--- src/rtl/ipr_pkg.sv ---
/*
 * Constants for the interrupt priority register bank: register offsets,
 * implemented-bit masks, reset values and the map of priority fields.
 * Assumes a 32-bit APB slave that decodes a 12-bit byte address.
 */
package ipr_pkg;

   // ******************************************************************
   // widths and counts
   // ******************************************************************
   localparam int IPR_ADDR_W     = 12;
   localparam int IPR_DATA_W     = 32;
   localparam int IPR_REG_W      = 16;
   localparam int IPR_NUM_REGS   = 6;
   localparam int IPR_NUM_FIELDS = 18;
   localparam int IPR_FIELD_W    = 3;

   // ******************************************************************
   // register byte offsets
   // ******************************************************************
   localparam logic [IPR_ADDR_W-1:0] IPR_OFS_FIVE   = 12'h000;
   localparam logic [IPR_ADDR_W-1:0] IPR_OFS_SIX    = 12'h004;
   localparam logic [IPR_ADDR_W-1:0] IPR_OFS_SEVEN  = 12'h008;
   localparam logic [IPR_ADDR_W-1:0] IPR_OFS_EIGHT  = 12'h00c;
   localparam logic [IPR_ADDR_W-1:0] IPR_OFS_NINE   = 12'h010;
   localparam logic [IPR_ADDR_W-1:0] IPR_OFS_TWELVE = 12'h014;

   // ******************************************************************
   // register indices
   // ******************************************************************
   localparam logic [2:0] IPR_IDX_FIVE   = 3'h0;
   localparam logic [2:0] IPR_IDX_SIX    = 3'h1;
   localparam logic [2:0] IPR_IDX_SEVEN  = 3'h2;
   localparam logic [2:0] IPR_IDX_EIGHT  = 3'h3;
   localparam logic [2:0] IPR_IDX_NINE   = 3'h4;
   localparam logic [2:0] IPR_IDX_TWELVE = 3'h5;

   // ******************************************************************
   // implemented bits and reset values, index order five..twelve
   // ******************************************************************
   localparam logic [IPR_REG_W-1:0] IPR_IMPL_MASK [IPR_NUM_REGS] =
      '{16'h0007, 16'h7777, 16'h7777, 16'h7777, 16'h0777, 16'h0770};
   localparam logic [IPR_REG_W-1:0] IPR_RESET_VAL [IPR_NUM_REGS] =
      '{16'h0004, 16'h4444, 16'h4444, 16'h4444, 16'h0444, 16'h0440};

   // ******************************************************************
   // field codes
   // ******************************************************************
   localparam logic [IPR_FIELD_W-1:0] IPR_CODE_OFF  = 3'h0;
   localparam logic [IPR_FIELD_W-1:0] IPR_CODE_LOW  = 3'h1;
   localparam logic [IPR_FIELD_W-1:0] IPR_CODE_HIGH = 3'h7;

   // ******************************************************************
   // field map: register index and lsb of each source's field
   // ******************************************************************
   // 0 ext irq one | 1..4 timer four, out cmp four, out cmp three, dma two
   // 5..8 uart two tx, uart two rx, ext irq two, timer five
   // 9..12 can event, can rx ready, spi two event, spi two error
   // 13..15 in cap four, in cap three, dma three | 16..17 i2c two m, s
   localparam int IPR_FIELD_REG [IPR_NUM_FIELDS] =
      '{0, 1, 1, 1, 1, 2, 2, 2, 2, 3, 3, 3, 3, 4, 4, 4, 5, 5};
   localparam int IPR_FIELD_LSB [IPR_NUM_FIELDS] =
      '{0, 12, 8, 4, 0, 12, 8, 4, 0, 12, 8, 4, 0, 8, 4, 0, 8, 4};
   localparam int IPR_FLD_CAN_EVENT = 9;
   localparam int IPR_FLD_CAN_RX    = 10;

   // ******************************************************************
   // state of the register bank
   // ******************************************************************
   typedef struct packed {
      logic [IPR_NUM_REGS-1:0][IPR_REG_W-1:0] regs;
      logic [IPR_DATA_W-1:0]                  rdata;
      logic [1:0]                             canSync;
      logic                                   live;
   } ipr_state_t;

endpackage

--- src/rtl/ipr_field_decode.sv ---
/*
 * Decodes one 3-bit priority field into a level and an enable.
 * Assumes the code comes from a register and the gate from the same clock.
 */
`timescale 1ns/1ns
`default_nettype none

module ipr_field_decode
   import ipr_pkg::*;
(
   // field code and source gate
   input  wire logic [IPR_FIELD_W-1:0] code,
   input  wire logic                   allow,
   // decoded priority
   output logic      [IPR_FIELD_W-1:0] level,
   output logic                        enable
);

   // ******************************************************************
   // decode
   // ******************************************************************
   always_comb begin
      level  = IPR_CODE_OFF;
      enable = 1'b0;
      if (allow && code != IPR_CODE_OFF) begin
         // codes map straight onto levels, low code one up to seven
         level  = code;
         enable = 1'b1;
      end
   end

endmodule

`default_nettype wire

--- src/rtl/ipr_regs.sv ---
/*
 * Interrupt priority register bank, registers five to nine and twelve,
 * as an APB slave, with decoded priority level and enable per source.
 * Assumes an APB master on mclk; canPresent is a static pin level.
 */
// Design decisions made here: the register offsets and register access over APB.
// What this block does
// - code 111 gives priority level seven, the highest.
// - code 001 gives priority level one, lowest still able to interrupt.
// - code 000 disables the source; it is never presented.
// - implemented field bits read back the value last written.
// - unimplemented bits always read as zero.
// - every field resets to code 100, priority four.
// - register five holds only external irq one at bits 2-0.
// - register six: timer four, out compare four, three, dma two done.
// - register seven: uart two tx, uart two rx, ext irq two, timer five.
// - register eight: can event, can rx ready, spi two event, error.
// - register nine: in capture four, three, dma three done; 15-11 unused.
// - register twelve: i2c two master 10-8, slave 6-4; rest unused.
// - without a can module the can sources stay disabled.
`timescale 1ns/1ns
`default_nettype none

module ipr_regs
   import ipr_pkg::*;
(
   // clock and reset
   input  wire logic                                  mclk,
   input  wire logic                                  rst_n,
   // apb slave
   input  wire logic                                  psel,
   input  wire logic                                  penable,
   input  wire logic                                  pwrite,
   input  wire logic [IPR_ADDR_W-1:0]                 paddr,
   input  wire logic [IPR_DATA_W-1:0]                 pwdata,
   input  wire logic [3:0]                            pstrb,
   output logic      [IPR_DATA_W-1:0]                 prdata,
   output logic                                       pready,
   output logic                                       pslverr,
   // device variant strap
   input  wire logic                                  canPresent,
   // decoded priorities
   output logic      [IPR_NUM_FIELDS*IPR_FIELD_W-1:0] srcLevel,
   output logic      [IPR_NUM_FIELDS-1:0]             srcEnable
);

   // ******************************************************************
   // state
   // ******************************************************************
   ipr_state_t state_q;
   ipr_state_t state_d;

   logic                 hit;
   logic [2:0]           idx;
   logic                 setupRd;
   logic                 accessWr;
   logic                 accessAny;
   logic [IPR_REG_W-1:0] merged;

   // ******************************************************************
   // address decode
   // ******************************************************************
   always_comb begin
      hit = 1'b1;
      idx = IPR_IDX_FIVE;
      case (paddr)
         IPR_OFS_FIVE: begin
            idx = IPR_IDX_FIVE;
         end
         IPR_OFS_SIX: begin
            idx = IPR_IDX_SIX;
         end
         IPR_OFS_SEVEN: begin
            idx = IPR_IDX_SEVEN;
         end
         IPR_OFS_EIGHT: begin
            idx = IPR_IDX_EIGHT;
         end
         IPR_OFS_NINE: begin
            idx = IPR_IDX_NINE;
         end
         IPR_OFS_TWELVE: begin
            idx = IPR_IDX_TWELVE;
         end
         default: begin
            hit = 1'b0;
         end
      endcase
   end

   assign setupRd   = psel && !penable && !pwrite;
   assign accessAny = psel && penable;
   assign accessWr  = accessAny && pwrite && hit;

   // zero wait states: read data is fetched in the setup cycle
   assign pready  = 1'b1;
   assign pslverr = accessAny && !hit;
   assign prdata  = state_q.rdata;

   // ******************************************************************
   // next state
   // ******************************************************************
   always_comb begin
      state_d = state_q;
      merged  = state_q.regs[idx];
      state_d.live    = 1'b1;
      // variant strap is a pin: two flops before use
      state_d.canSync = {state_q.canSync[0], canPresent};
      if (pstrb[0]) begin
         merged[7:0] = pwdata[7:0];
      end
      if (pstrb[1]) begin
         merged[15:8] = pwdata[15:8];
      end
      if (accessWr) begin
         // mask keeps unused bits at zero whatever is written
         state_d.regs[idx] = merged & IPR_IMPL_MASK[idx];
      end
      if (setupRd) begin
         state_d.rdata = '0;
         if (hit) begin
            state_d.rdata[IPR_REG_W-1:0] =
               state_q.regs[idx] & IPR_IMPL_MASK[idx];
         end
      end
   end

   always_ff @(posedge mclk or negedge rst_n) begin
      if (!rst_n) begin
         for (int r = 0; r < IPR_NUM_REGS; r++) begin
            state_q.regs[r] <= IPR_RESET_VAL[r];
         end
         state_q.rdata   <= '0;
         // assume no can module until the strap is seen
         state_q.canSync <= 2'h0;
         state_q.live    <= 1'b0;
      end else begin
         state_q <= state_d;
      end
   end

   // ******************************************************************
   // per source decode
   // ******************************************************************
   for (genvar f = 0; f < IPR_NUM_FIELDS; f++) begin : gField
      localparam int REG = IPR_FIELD_REG[f];
      localparam int LSB = IPR_FIELD_LSB[f];
      localparam bit IS_CAN = (f == IPR_FLD_CAN_EVENT) || (f == IPR_FLD_CAN_RX);
      logic [IPR_FIELD_W-1:0] code;
      logic                   allow;

      // field placement per register table
      assign code  = state_q.regs[REG][LSB +: IPR_FIELD_W];
      assign allow = IS_CAN ? state_q.canSync[1] : 1'b1;

      ipr_field_decode uDec (
         .code   (code),
         .allow  (allow),
         .level  (srcLevel[f*IPR_FIELD_W +: IPR_FIELD_W]),
         .enable (srcEnable[f])
      );

      if (IS_CAN) begin : gCan

      end
   end

   for (genvar r = 0; r < IPR_NUM_REGS; r++) begin : gReg

   end
endmodule

`default_nettype wire

--- config.mk ---
export PLATFORM = sky130hd
export DESIGN_NAME = ipr_regs
export DESIGN_NICKNAME = d
export VERILOG_FILES = /design/src/rtl/ipr_pkg.sv /design/src/rtl/ipr_field_decode.sv /design/src/rtl/ipr_regs.sv
export SDC_FILE = /design/constraint.sdc
export NUM_CORES = 1
export LEC_CHECK = 0
export ABC_CLOCK_PERIOD_IN_PS = 1900
export BUFFER_PORTS_ARGS = -buffer_cell sky130_fd_sc_hd__buf_2
export CAP_MARGIN = 10
export CORE_ASPECT_RATIO = 0.6
export CORE_MARGIN = 3
export CORE_UTILIZATION = 51
export CTS_CLUSTER_DIAMETER = 40
export CTS_CLUSTER_SIZE = 24
export DETAILED_ROUTE_END_ITERATION = 16
export PLACE_DENSITY = 0.81
export SLEW_MARGIN = 10
export SYNTH_ARGS = -nofsm -noshare
export SYNTH_HDL_FRONTEND = slang
export SYNTH_HIERARCHICAL = 1
export SYNTH_SLANG_ARGS = --single-unit
--- constraint.sdc ---
create_clock -name mclk -period 1.9 [get_ports mclk]
set_input_delay 0.19 -clock mclk [delete_from_list [all_inputs] [get_ports mclk]]
set_output_delay 0.19 -clock mclk [all_outputs]
set_load 0.02 [all_outputs]
======== Yosys cells after proc, flatten, opt, wreduce, memory -nomap -nowiden ========
Memory sizes are Yosys's and may differ from the RTL's.
Index checks and enable logic that the tools add are counted.
cells by class
  bitwise logic cells ..................... 3
  order comparisons ....................... 3
  mux-type cells .......................... 48
  equal/unequal tests ..................... 5
  reduce and logical (&&, ||, !) cells .... 32
operator list
  kind                 number
  $bwmux 96            1
  $mux 16              5
  $mux 3               18
  $reduce_bool 3->1    18
  $bmux 16 s3          1
  $demux 16 s3         1
  $and 16x16->16       2
  $eq 12x4->1 const B  2
  $eq 12x5->1 const B  2
  $mux 1               19
  $mux 8               2
  $pmux 3 s5           1
  $eq 12x3->1 const B  1
  $logic_not 12->1     1
  $logic_and 1x1->1    9
  $reduce_or 6->1      1
  $ge 4x4->1 const B   1
  $lt 3x4->1 const B   1
  $not 3->4            1
  $ge 3x1->1 const B   1
  $logic_not 1->1      3
word-level totals
  ROM bits ................................ 128
  input bits .............................. 54
  memories kept ........................... 1
  bits in registers ....................... 114
memory list
  memory            depth  bits a word  read ports  clocked after Yosys merged registers in  wr ports  line             source
  (name not given)  8      16           1           0                                        0         ipr_regs.sv:123  state_q.regs[idx] & IPR_IMPL_MASK[idx];

======== Depth between registers and ports, before layout ========
Gate-level depths: netlist (run 1).
  depth in word-level cells ............... 8
  mapped depth ............................ 8
  gate-level depth less buffers ........... 6

======== Hierarchy ========
Netlist (run 1), hierarchy kept.
by module, submodules not included
  module            cells an instance  area each (sq um)  times used
  ipr_regs          442                4,261.6            1
  ipr_field_decode  4                  28.8               18

======== Worst setup path before layout (run 1) ========
Ideal clock, no wire load.
  path kind ............................... input-to-reg
  start ................................... in paddr[4]
  end ..................................... reg state_q (netlist bit gField[1].code[0])
  path buffers ............................ 2
  path slack .............................. -0.040 ns
  data arrival time ....................... 1.785 ns
  required time ........................... 1.745 ns
  stages on the path ...................... 8
  cells stage by stage .................... buf_6 a2111oi_4 and3_1 buf_6 mux2_2 o21ai_0 o31a_1 a21oi_1
between the ends
  word-level cells in the longest chain between the ends .. 8
  elaborated cells between the ends (all ways) .. 24
RTL lines
  element                                    line             source
  start: declaration                         ipr_regs.sv:34   input wire logic [IPR_ADDR_W-1:0] paddr,
  $eq 12x5->1, or another cell as far along  ipr_regs.sv:66   case (paddr)
  $pmux 3 s5                                 ipr_regs.sv:66
  $not 3->4 (not written as such)            ipr_regs.sv:117  state_d.regs[idx] = merged & IPR_IMPL_MASK[idx];
  $mem_v2 8x16                               -
  $mux 16 (2 in series)                      -
  $and 16x16->16                             ipr_regs.sv:117
  $bwmux 96                                  ipr_regs.sv:117
  end signal: assignment                     ipr_regs.sv:138  state_q <= state_d;
  end: declaration                           ipr_regs.sv:50   ipr_state_t state_q;
Parallel ways exist; a longest one is shown, timed or not. The select of a mux whose other input is x is not followed.
A chain may end at the register's enable or synchronous reset.

======== Worst setup path in the final report (run 1) ========
  start ................................... in paddr[9]
  end ..................................... reg state_q (netlist bit prdata[13])
between the ends
  word-level cells in the longest chain between the ends .. 8
  elaborated cells between the ends (all ways) .. 17
RTL lines
  element                                      line             source
  $eq 12x5->1, or another cell as far along    ipr_regs.sv:66
  $pmux 3 s5                                   ipr_regs.sv:66
  $not 3->4 (not written as such)              ipr_regs.sv:123
  $mem_v2 8x16                                 -
  $mux 16 (not written as such) (2 in series)  ipr_regs.sv:123
  $and 16x16->16                               ipr_regs.sv:123
  $mux 16 *                                    ipr_regs.sv:121  if (hit) begin
Mark *: on every way between the ends. The rest lies on a longest branch, timed or not. The select of a mux whose other input is x is not followed.

==> reports/results.ini, run 1 <==
[die]
dieArea_um2 = 10610
initial_core_util_pct = 54.22
fp.dieH_um = 80.99
core_um2 = 8816
die_w_um = 131.0
pin_count = 160
num_rows = 26

[sta]
finalCriticalPeriod_ps = 1839
fmax_mhz = 543.7
drv_slew = 0
rsz0062_at_grt = yes
period_share_pct = 96.80
hold_slack_ps = 153.1
setup_viol = 0
fin_skew_ps = 6.758
hold_viol = 0
setup_ws_ps = 60.77

[hold_path]
hold-path-cell-count = 3
holdCritStartpoint = pwdata[14]
whs_endpoint = gField[1].code[2]$_DFFE_PN1P_
hold_class = input pin to register

[placed_design]
gp_congestion = 0.9442
io_buffers = 116
dp_cells = 839
hpwl_mm = 11.47
dpl_cell_area_um2 = 5949
detailedPlace.worstSlack_ps = -279.7

[clock_tree]
cts_root_buf = clkbuf_16
clk_pin_slew_worst_paths_ps = 60
clk-insertion-delay-late_ps = 350
htree_levels = 3
clk_path_buf_depth = 2
cts_tree = done
numCtsBuffers = 9
numClockSinks = 82

[detailed_routing]
final_antenna_net_count = 0
wire_per_inst_um = 18.10
totalWireLength_mm = 15.53
viasPerCell = 5.625
dr.first_iter.drc_count = 453
drc_errors = 0
drt_pass1_iterations = 5
num_vias = 4826

[worst_setup_path]
startpoint_type = input pin
crit_arrival_ps = 2060
reg2reg_slack_ps = 270
slowest_delay_ps = 580
r2r_cells = 5
critical_path_class = input pin to register
reg2reg_from = gField[11].code[2]$_DFFE_PN1P_
crit_family = compound AO/OA/AOI/OAI gates
crit_required_ps = 2120
path_cells = buf_2 -> or4_4 -> a2111oi_4 -> buf_4 -> o22ai_1 -> buf_4 -> o41ai_1
r2r-end = gField[14].code[2]$_DFFE_PN1P_
critPathBufInv = 3
slowest_stage = or4_4
endpoint_kind = register
critPathMaxFanout = 4
crit_top_cell = buf_4

[yosys]
synth_flop_cell = dfrtp_1
async_flop_share_pct = 100.0
synth_area_per_cell_um2 = 9.299
ys_warn_count = 6
syn_inst = 514
ys_types = 55
synth-edff-count = 0
ys_ff_latch = 82
synth_area_um2 = 4780
yosysTopAreaCell = dfrtp_1
netlist.area_leader.share_pct = 33.51
synth_area_leaders = dfrtp_1 34%, dfstp_2 9.9%, a21oi_1 5.7%
ys_seq_area_share_pct = 43.40

[layout]
nNetsFinal = 781
most-common-layout-cells = 115 x buf_2, 85 x conb_1, 70 x nor2_1, 64 x dfrtp_1
num_antenna_cells = 0
final_common_cell = buf_2
final.fill_count = 640
instances_no_fill = 858
fin_area_um2 = 6347
final-seq-area_um2 = 2074
syn2layout_area_growth_pct = 32.80
multi_input_area_um2 = 2688
layout-drive-gt1-share_pct = 34.70

[outcome]
status = complete, no violations

[power_and_ir_drop]
power_density_nw_per_um2 = 632.1
ir_drop_mv = 0.4471
leakage_nw = 3.209
total_power_mw = 4.012

[global_routing]
first_global_vias = 4606
grt_pass1_wl_mm = 24.02
grt_usage_pct = 29.72
grt_start_max_net_pins = 36
gr-total-overflow = 0
grt_antenna_before_repair = 0

[run]
maxCapViolations = 0

[synth_stat cells, types with 3 or more instances]
library cell	count
nor4_2	3
nor4_1	4
dfrtp_1	64
a221o_1	3
clkbuf_1	7
o31ai_1	6
a31oi_1	6
nor2_1	70
nand2_1	27
nor2b_1	12
buf_2	11
nor3_1	14
nor3_2	3
a221oi_1	4
o21ai_0	9
buf_4	35
a21oi_1	54
and2_2	18
o211ai_1	4
a32oi_1	3
a32o_1	4
dfstp_2	18
nand2b_1	3
and3_1	9
nand3_1	6
nand4_1	6
mux2i_1	12
and2_1	39
a21oi_2	3
o31a_1	20
[stage by stage]
stage / setup TNS (ps) / util [%]
6_report: 0 / 72.00
5_1_grt: -51.08 / 72.00
4_1_cts: 0 / 71.42
3_5_place_dp: -13610 / 67.49
2_1_floorplan: 0 / -
3_3_place_gp: -9208 / 67.49
[how the worst max path moves through the flow]
stage                        start                       endpoint  slack [ps]  depth (start not counted)
after floorplan           paddr[9]  gField[6].code[0]$_DFFE_PN0P_          40                          6
after global placement    paddr[9]  gField[0].code[2]$_DFFE_PN1P_        -220                          8
after detailed placement  paddr[9]  gField[8].code[0]$_DFFE_PN0P_        -280                          8
after CTS                 paddr[9]         prdata[13]$_DFFE_PN0P_          40                          6
after global routing      paddr[9]                        pslverr         -50                          8
final                     paddr[9]         prdata[13]$_DFFE_PN0P_          60                          7
[power breakdown]
group	internal, mW	total (mW)	switching, mW
sequential	1.75	1.76	0.00521
combinational	0.103	0.329	0.226
clock	1.19	1.93	0.736
[metal layers]
layer,track usage (%),part of all wire (%)
met5,0,0
met4,11.19,3.0
met3,9.921,13
met2,46.00,45
met1,38.98,39
[flip-flops by register name, summed over array words and instances (netlist names)]
| signal | cells |
|---|---|
| gField.allow | 1 |
| state_q | 14 |
| gField.code | 54 |
| state_d | 1 |
| prdata | 12 |
[cell families after synthesis]
kind of cell / share of synthesized area [%]
AOI/OAI and AO/OA: 19.76
muxes: 2.984
buffers and inverters: 7.906
other: 0.1571
and+or+nand+nor: 25.79
DFF: 43.40
[cell type report]
| class | instances | area share, % |
|---|---|---|
| multi-input combinational | 457 | 42.34 |
| sequential | 82 | 32.68 |
| timing repair buffer | 175 | 17.23 |
| clock buffer | 10 | 3.765 |
| tap | 126 | 2.484 |
| clock inverter | 6 | 1.380 |
| inverter | 2 | 0.1183 |
[timing repair]
item	4_1_cts	5_1_grt
hold buffers	2	0
setup buffers	0	1
resized for setup	0	8
endpoints found under the hold margin	28	0
setup endpoints to repair	0	32
[worst min-delay path: cells and delay by family]
family / cells / cell delay [ps]
buf+inv: 1 / 110
simple gates: 1 / 100
compound gates: 1 / 90
(Power assumes the default switching activity.)
==> inputs of run 2 (changes only) <==
--- a/config.mk
+++ b/config.mk
@@ -5,12 +5,13 @@
 export SDC_FILE = /design/constraint.sdc
 export NUM_CORES = 1
 export LEC_CHECK = 0
+export ABC_AREA = 1
 export ABC_CLOCK_PERIOD_IN_PS = 1900
 export BUFFER_PORTS_ARGS = -buffer_cell sky130_fd_sc_hd__buf_2
 export CAP_MARGIN = 10
 export CORE_ASPECT_RATIO = 0.6
 export CORE_MARGIN = 3
-export CORE_UTILIZATION = 51
+export CORE_UTILIZATION = 53
 export CTS_CLUSTER_DIAMETER = 40
 export CTS_CLUSTER_SIZE = 24
 export DETAILED_ROUTE_END_ITERATION = 16
==> reports/results.ini, run 2 <==
[clock_tree]
clk_path_buf_depth = 2  ; unchanged
htree_levels = 3  ; unchanged
cts_tree = done
numCtsBuffers = 9  ; unchanged
clk_pin_slew_worst_paths_ps = 60  ; about the same
numClockSinks = 86  ; +4.9%
clk-insertion-delay-late_ps = 350  ; about the same
cts_root_buf = clkbuf_16

[yosys]
yosys.area_share.simple_pct = 39.67  ; +14 points
synth-edff-count = 0  ; unchanged
syn_inst = 864  ; +68%
synth_fa_ha_area_share_pct = 0  ; unchanged
ys_warn_count = 6  ; unchanged
muxShareOfSynthArea_pct = 0  ; -3.0 points
synth_compound_area_share_pct = 4.138  ; -16 points
yosys-top-cells-count = 301 x nand2_1, 164 x inv_1, 74 x nand3_1, 68 x dfrtp_1, 54 x nor2_1
synth_xor_area_share_pct = 0  ; unchanged
synth_flop_cell = dfrtp_1
synth_most_common_cell = nand2_1
synth_area_um2 = 5684  ; +19%
ys_seq_area_share_pct = 38.26  ; -5.1 points
synth_area_per_cell_um2 = 6.579  ; -29%
ys_types = 31  ; -44%
ys_ff_latch = 86  ; +4.9%
yosysTopAreaCell = dfrtp_1
netlist.area_leader.share_pct = 29.94  ; -3.6 points
async_flop_share_pct = 100.0  ; unchanged
synth_top_family_by_area = simple AND/OR/NAND/NOR gates
synth_area_leaders = dfrtp_1 30%, nand2_1 20%, inv_1 11%

[sta]
setup_ws_ps = 156.7  ; +95.94 ps
drv_slew = 0  ; unchanged
hold_viol = 0  ; unchanged
worst_slew_pin_slew_ps = 557.2
fmax_mhz = 573.6  ; +5.5%
finalCriticalPeriod_ps = 1743  ; -95.94 ps
setup_viol = 0  ; unchanged
period_share_pct = 91.75  ; -5.0 points
fin_skew_ps = 7.657  ; +0.8990 ps
rsz0062_at_grt = yes
slew_headroom_pct = 62.86

[die]
fp.dieH_um = 86.22  ; +6.5%
num_rows = 28  ; +7.7%
pin_count = 160  ; unchanged
die_w_um = 139.7  ; +6.7%
initial_core_util_pct = 55.95  ; +1.7 points
core_um2 = 10160  ; +15%
dieArea_um2 = 12040  ; +14%

[placed_design]
detailedPlace.worstSlack_ps = -140.7  ; +138.9 ps
io_buffers = 116  ; unchanged
hpwl_mm = 12.13  ; +5.7%
gp_congestion = 0.9662  ; +2.3%

[global_routing]
grt_usage_pct = 26.61  ; -3.1 points
first_global_vias = 5398  ; +17%
grt_antenna_before_repair = 0  ; unchanged
grt_start_max_net_pins = 41  ; +14%
gr-total-overflow = 0  ; unchanged
grt_pass1_wl_mm = 25.82  ; +7.5%

[layout]
syn2layout_area_growth_pct = 25.95
largest_reg_flops = 54  ; unchanged
final_util_pct = 70.47  ; -1.5 points
final_common_cell = nand2_1
most-common-layout-cells = 301 x nand2_1, 164 x inv_1, 115 x buf_2, 74 x nand3_1, 69 x conb_1
nNetsFinal = 1120  ; +43%
layout-drive-gt1-share_pct = 25.77  ; -8.9 points
num_antenna_cells = 0  ; unchanged

[detailed_routing]
viasPerCell = 4.860  ; -14%
totalWireLength_mm = 15.67  ; +0.93%
dr.first_iter.drc_count = 525  ; +16%
drc_errors = 0  ; unchanged
num_vias = 5861  ; +21%
final_antenna_net_count = 0  ; unchanged
wire_per_inst_um = 12.99  ; -28%
drt_pass1_iterations = 5  ; unchanged

[power_and_ir_drop]
ir_drop_mv = 0.4585  ; +2.5%
leakage_nw = 4.519  ; +41%
power_density_nw_per_um2 = 542.9  ; -14%

[worst_setup_path]
startpoint_type = input pin
r2r-end = gField[14].code[2]$_DFFE_PN1P_
endpoint_kind = register
crit_required_ps = 2130  ; about the same
critPathMaxFanout = 12  ; +8
critical_path_class = input pin to register
reg2reg_from = gField[14].code[2]$_DFFE_PN1P_
reg2reg_slack_ps = 510  ; +240 ps
r2r_cells = 8  ; +3
crit_arrival_ps = 1980  ; -80 ps

[hold_path]
hold_class = input pin to register
holdCritStartpoint = pwdata[14]
hold-path-cell-count = 5  ; +2
whs_endpoint = gField[9].code[2]$_DFFE_PN1P_

[outcome]
status = complete, no violations

[run]
maxCapViolations = 0  ; unchanged

==> run 2: cell types whose count changed in the layout (fill, tap and decap cells not counted), moves of 16 or more <==
cell / previous run / this run
nand2_1: 27 / 301
nand3_1: 6 / 74
conb_1: 85 / 69
inv_1: 2 / 164
o31a_1: 20 / 0
and2_1: 39 / 0
a21oi_1: 53 / 1
and2_2: 18 / 0
o21ai_0: 7 / 30
nor2_1: 70 / 54
nor2_2: 0 / 25
nand2_2: 0 / 26
==> run 2: worst max-delay path, cell delays in order <==
cell and delay [ps]:
buf_2 110, nor2_1 90, nand2_1 140, buf_4 170
inv_1 60, nand2_1 60, nor2_2 100, inv_1 90
nand3_4 90, nor2_2 50, inv_2 70, nand2_4 100
or2_1 440, nand2_1 150, nand2_1 60
==> run 2: cells by family after synthesis <==
family / count (synthesis)
compound gates: 44
buf+inv: 225
flops: 86
other cells: 2
simple gates: 507
==> run 2: per-stage QoR <==
stage	hold WS (ps)	instances	instance area [um2]	TNS, ps	power [mW]
after floorplan	-105.6	931	5936	0	2.009
after global placement	202.8	1188	6822	-2468	2.086
after detailed placement	205.1	1188	6822	-4722	2.089
after CTS	247.4	1206	7147	0	3.888
after global routing	296.1	1206	7159	-3.367	4.016
final	248.4	1206	7159	0	3.887
==> run 2: report_power, final <==
| part | internal (mW) | total (mW) | switching (mW) |
|---|---|---|---|
| combinational | 0.0613 | 0.224 | 0.163 |
| sequential | 1.84 | 1.84 | 0.00362 |
| clock | 1.09 | 1.82 | 0.731 |
==> run 2: final cells by class <==
class	instances	area, um2
Inverter	170	638.1
Clock buffer	13	260.3
Sequential cell	86	2175
Timing Repair Buffer	179	1111
Tap cell	135	168.9
Multi-Input combinational cell	620	2761
Fill cell	888	3000
Clock inverter	3	45.04
==> run 2: how the worst max path moves through the flow <==
stage             start                              to  slack (ps)  cells after the start
6_report       paddr[5]  gField[17].code[0]$_DFFE_PN0P_         160                     15
5_1_grt        paddr[5]  gField[17].code[1]$_DFFE_PN0P_          -3                     16
4_1_cts        paddr[5]   gField[0].code[0]$_DFFE_PN0P_         190                     14
3_5_place_dp   paddr[5]   gField[8].code[1]$_DFFE_PN0P_        -140                     14
3_3_place_gp   paddr[5]  gField[14].code[2]$_DFFE_PN1P_         -90                     14
2_1_floorplan  paddr[5]  gField[17].code[1]$_DFFE_PN0P_         240                     12
==> run 2: what timing repair did <==
action / in CTS / in global routing
endpoints found under the setup margin: 0 / 3
gates resized for setup: 0 / 2
hold endpoints to repair: 31 / 0
setup buffers: 0 / 0
hold buffers: 2 / 0
==> run 2: routing by layer <==
metal  global-route usage (%)  share of wire (%)  routed length, um
met3                    5.402                9.9               1545
met5                        0                  0                  0
met4                    8.355                1.6                252
met1                    37.12                 44               6833
met2                    42.35                 45               7038
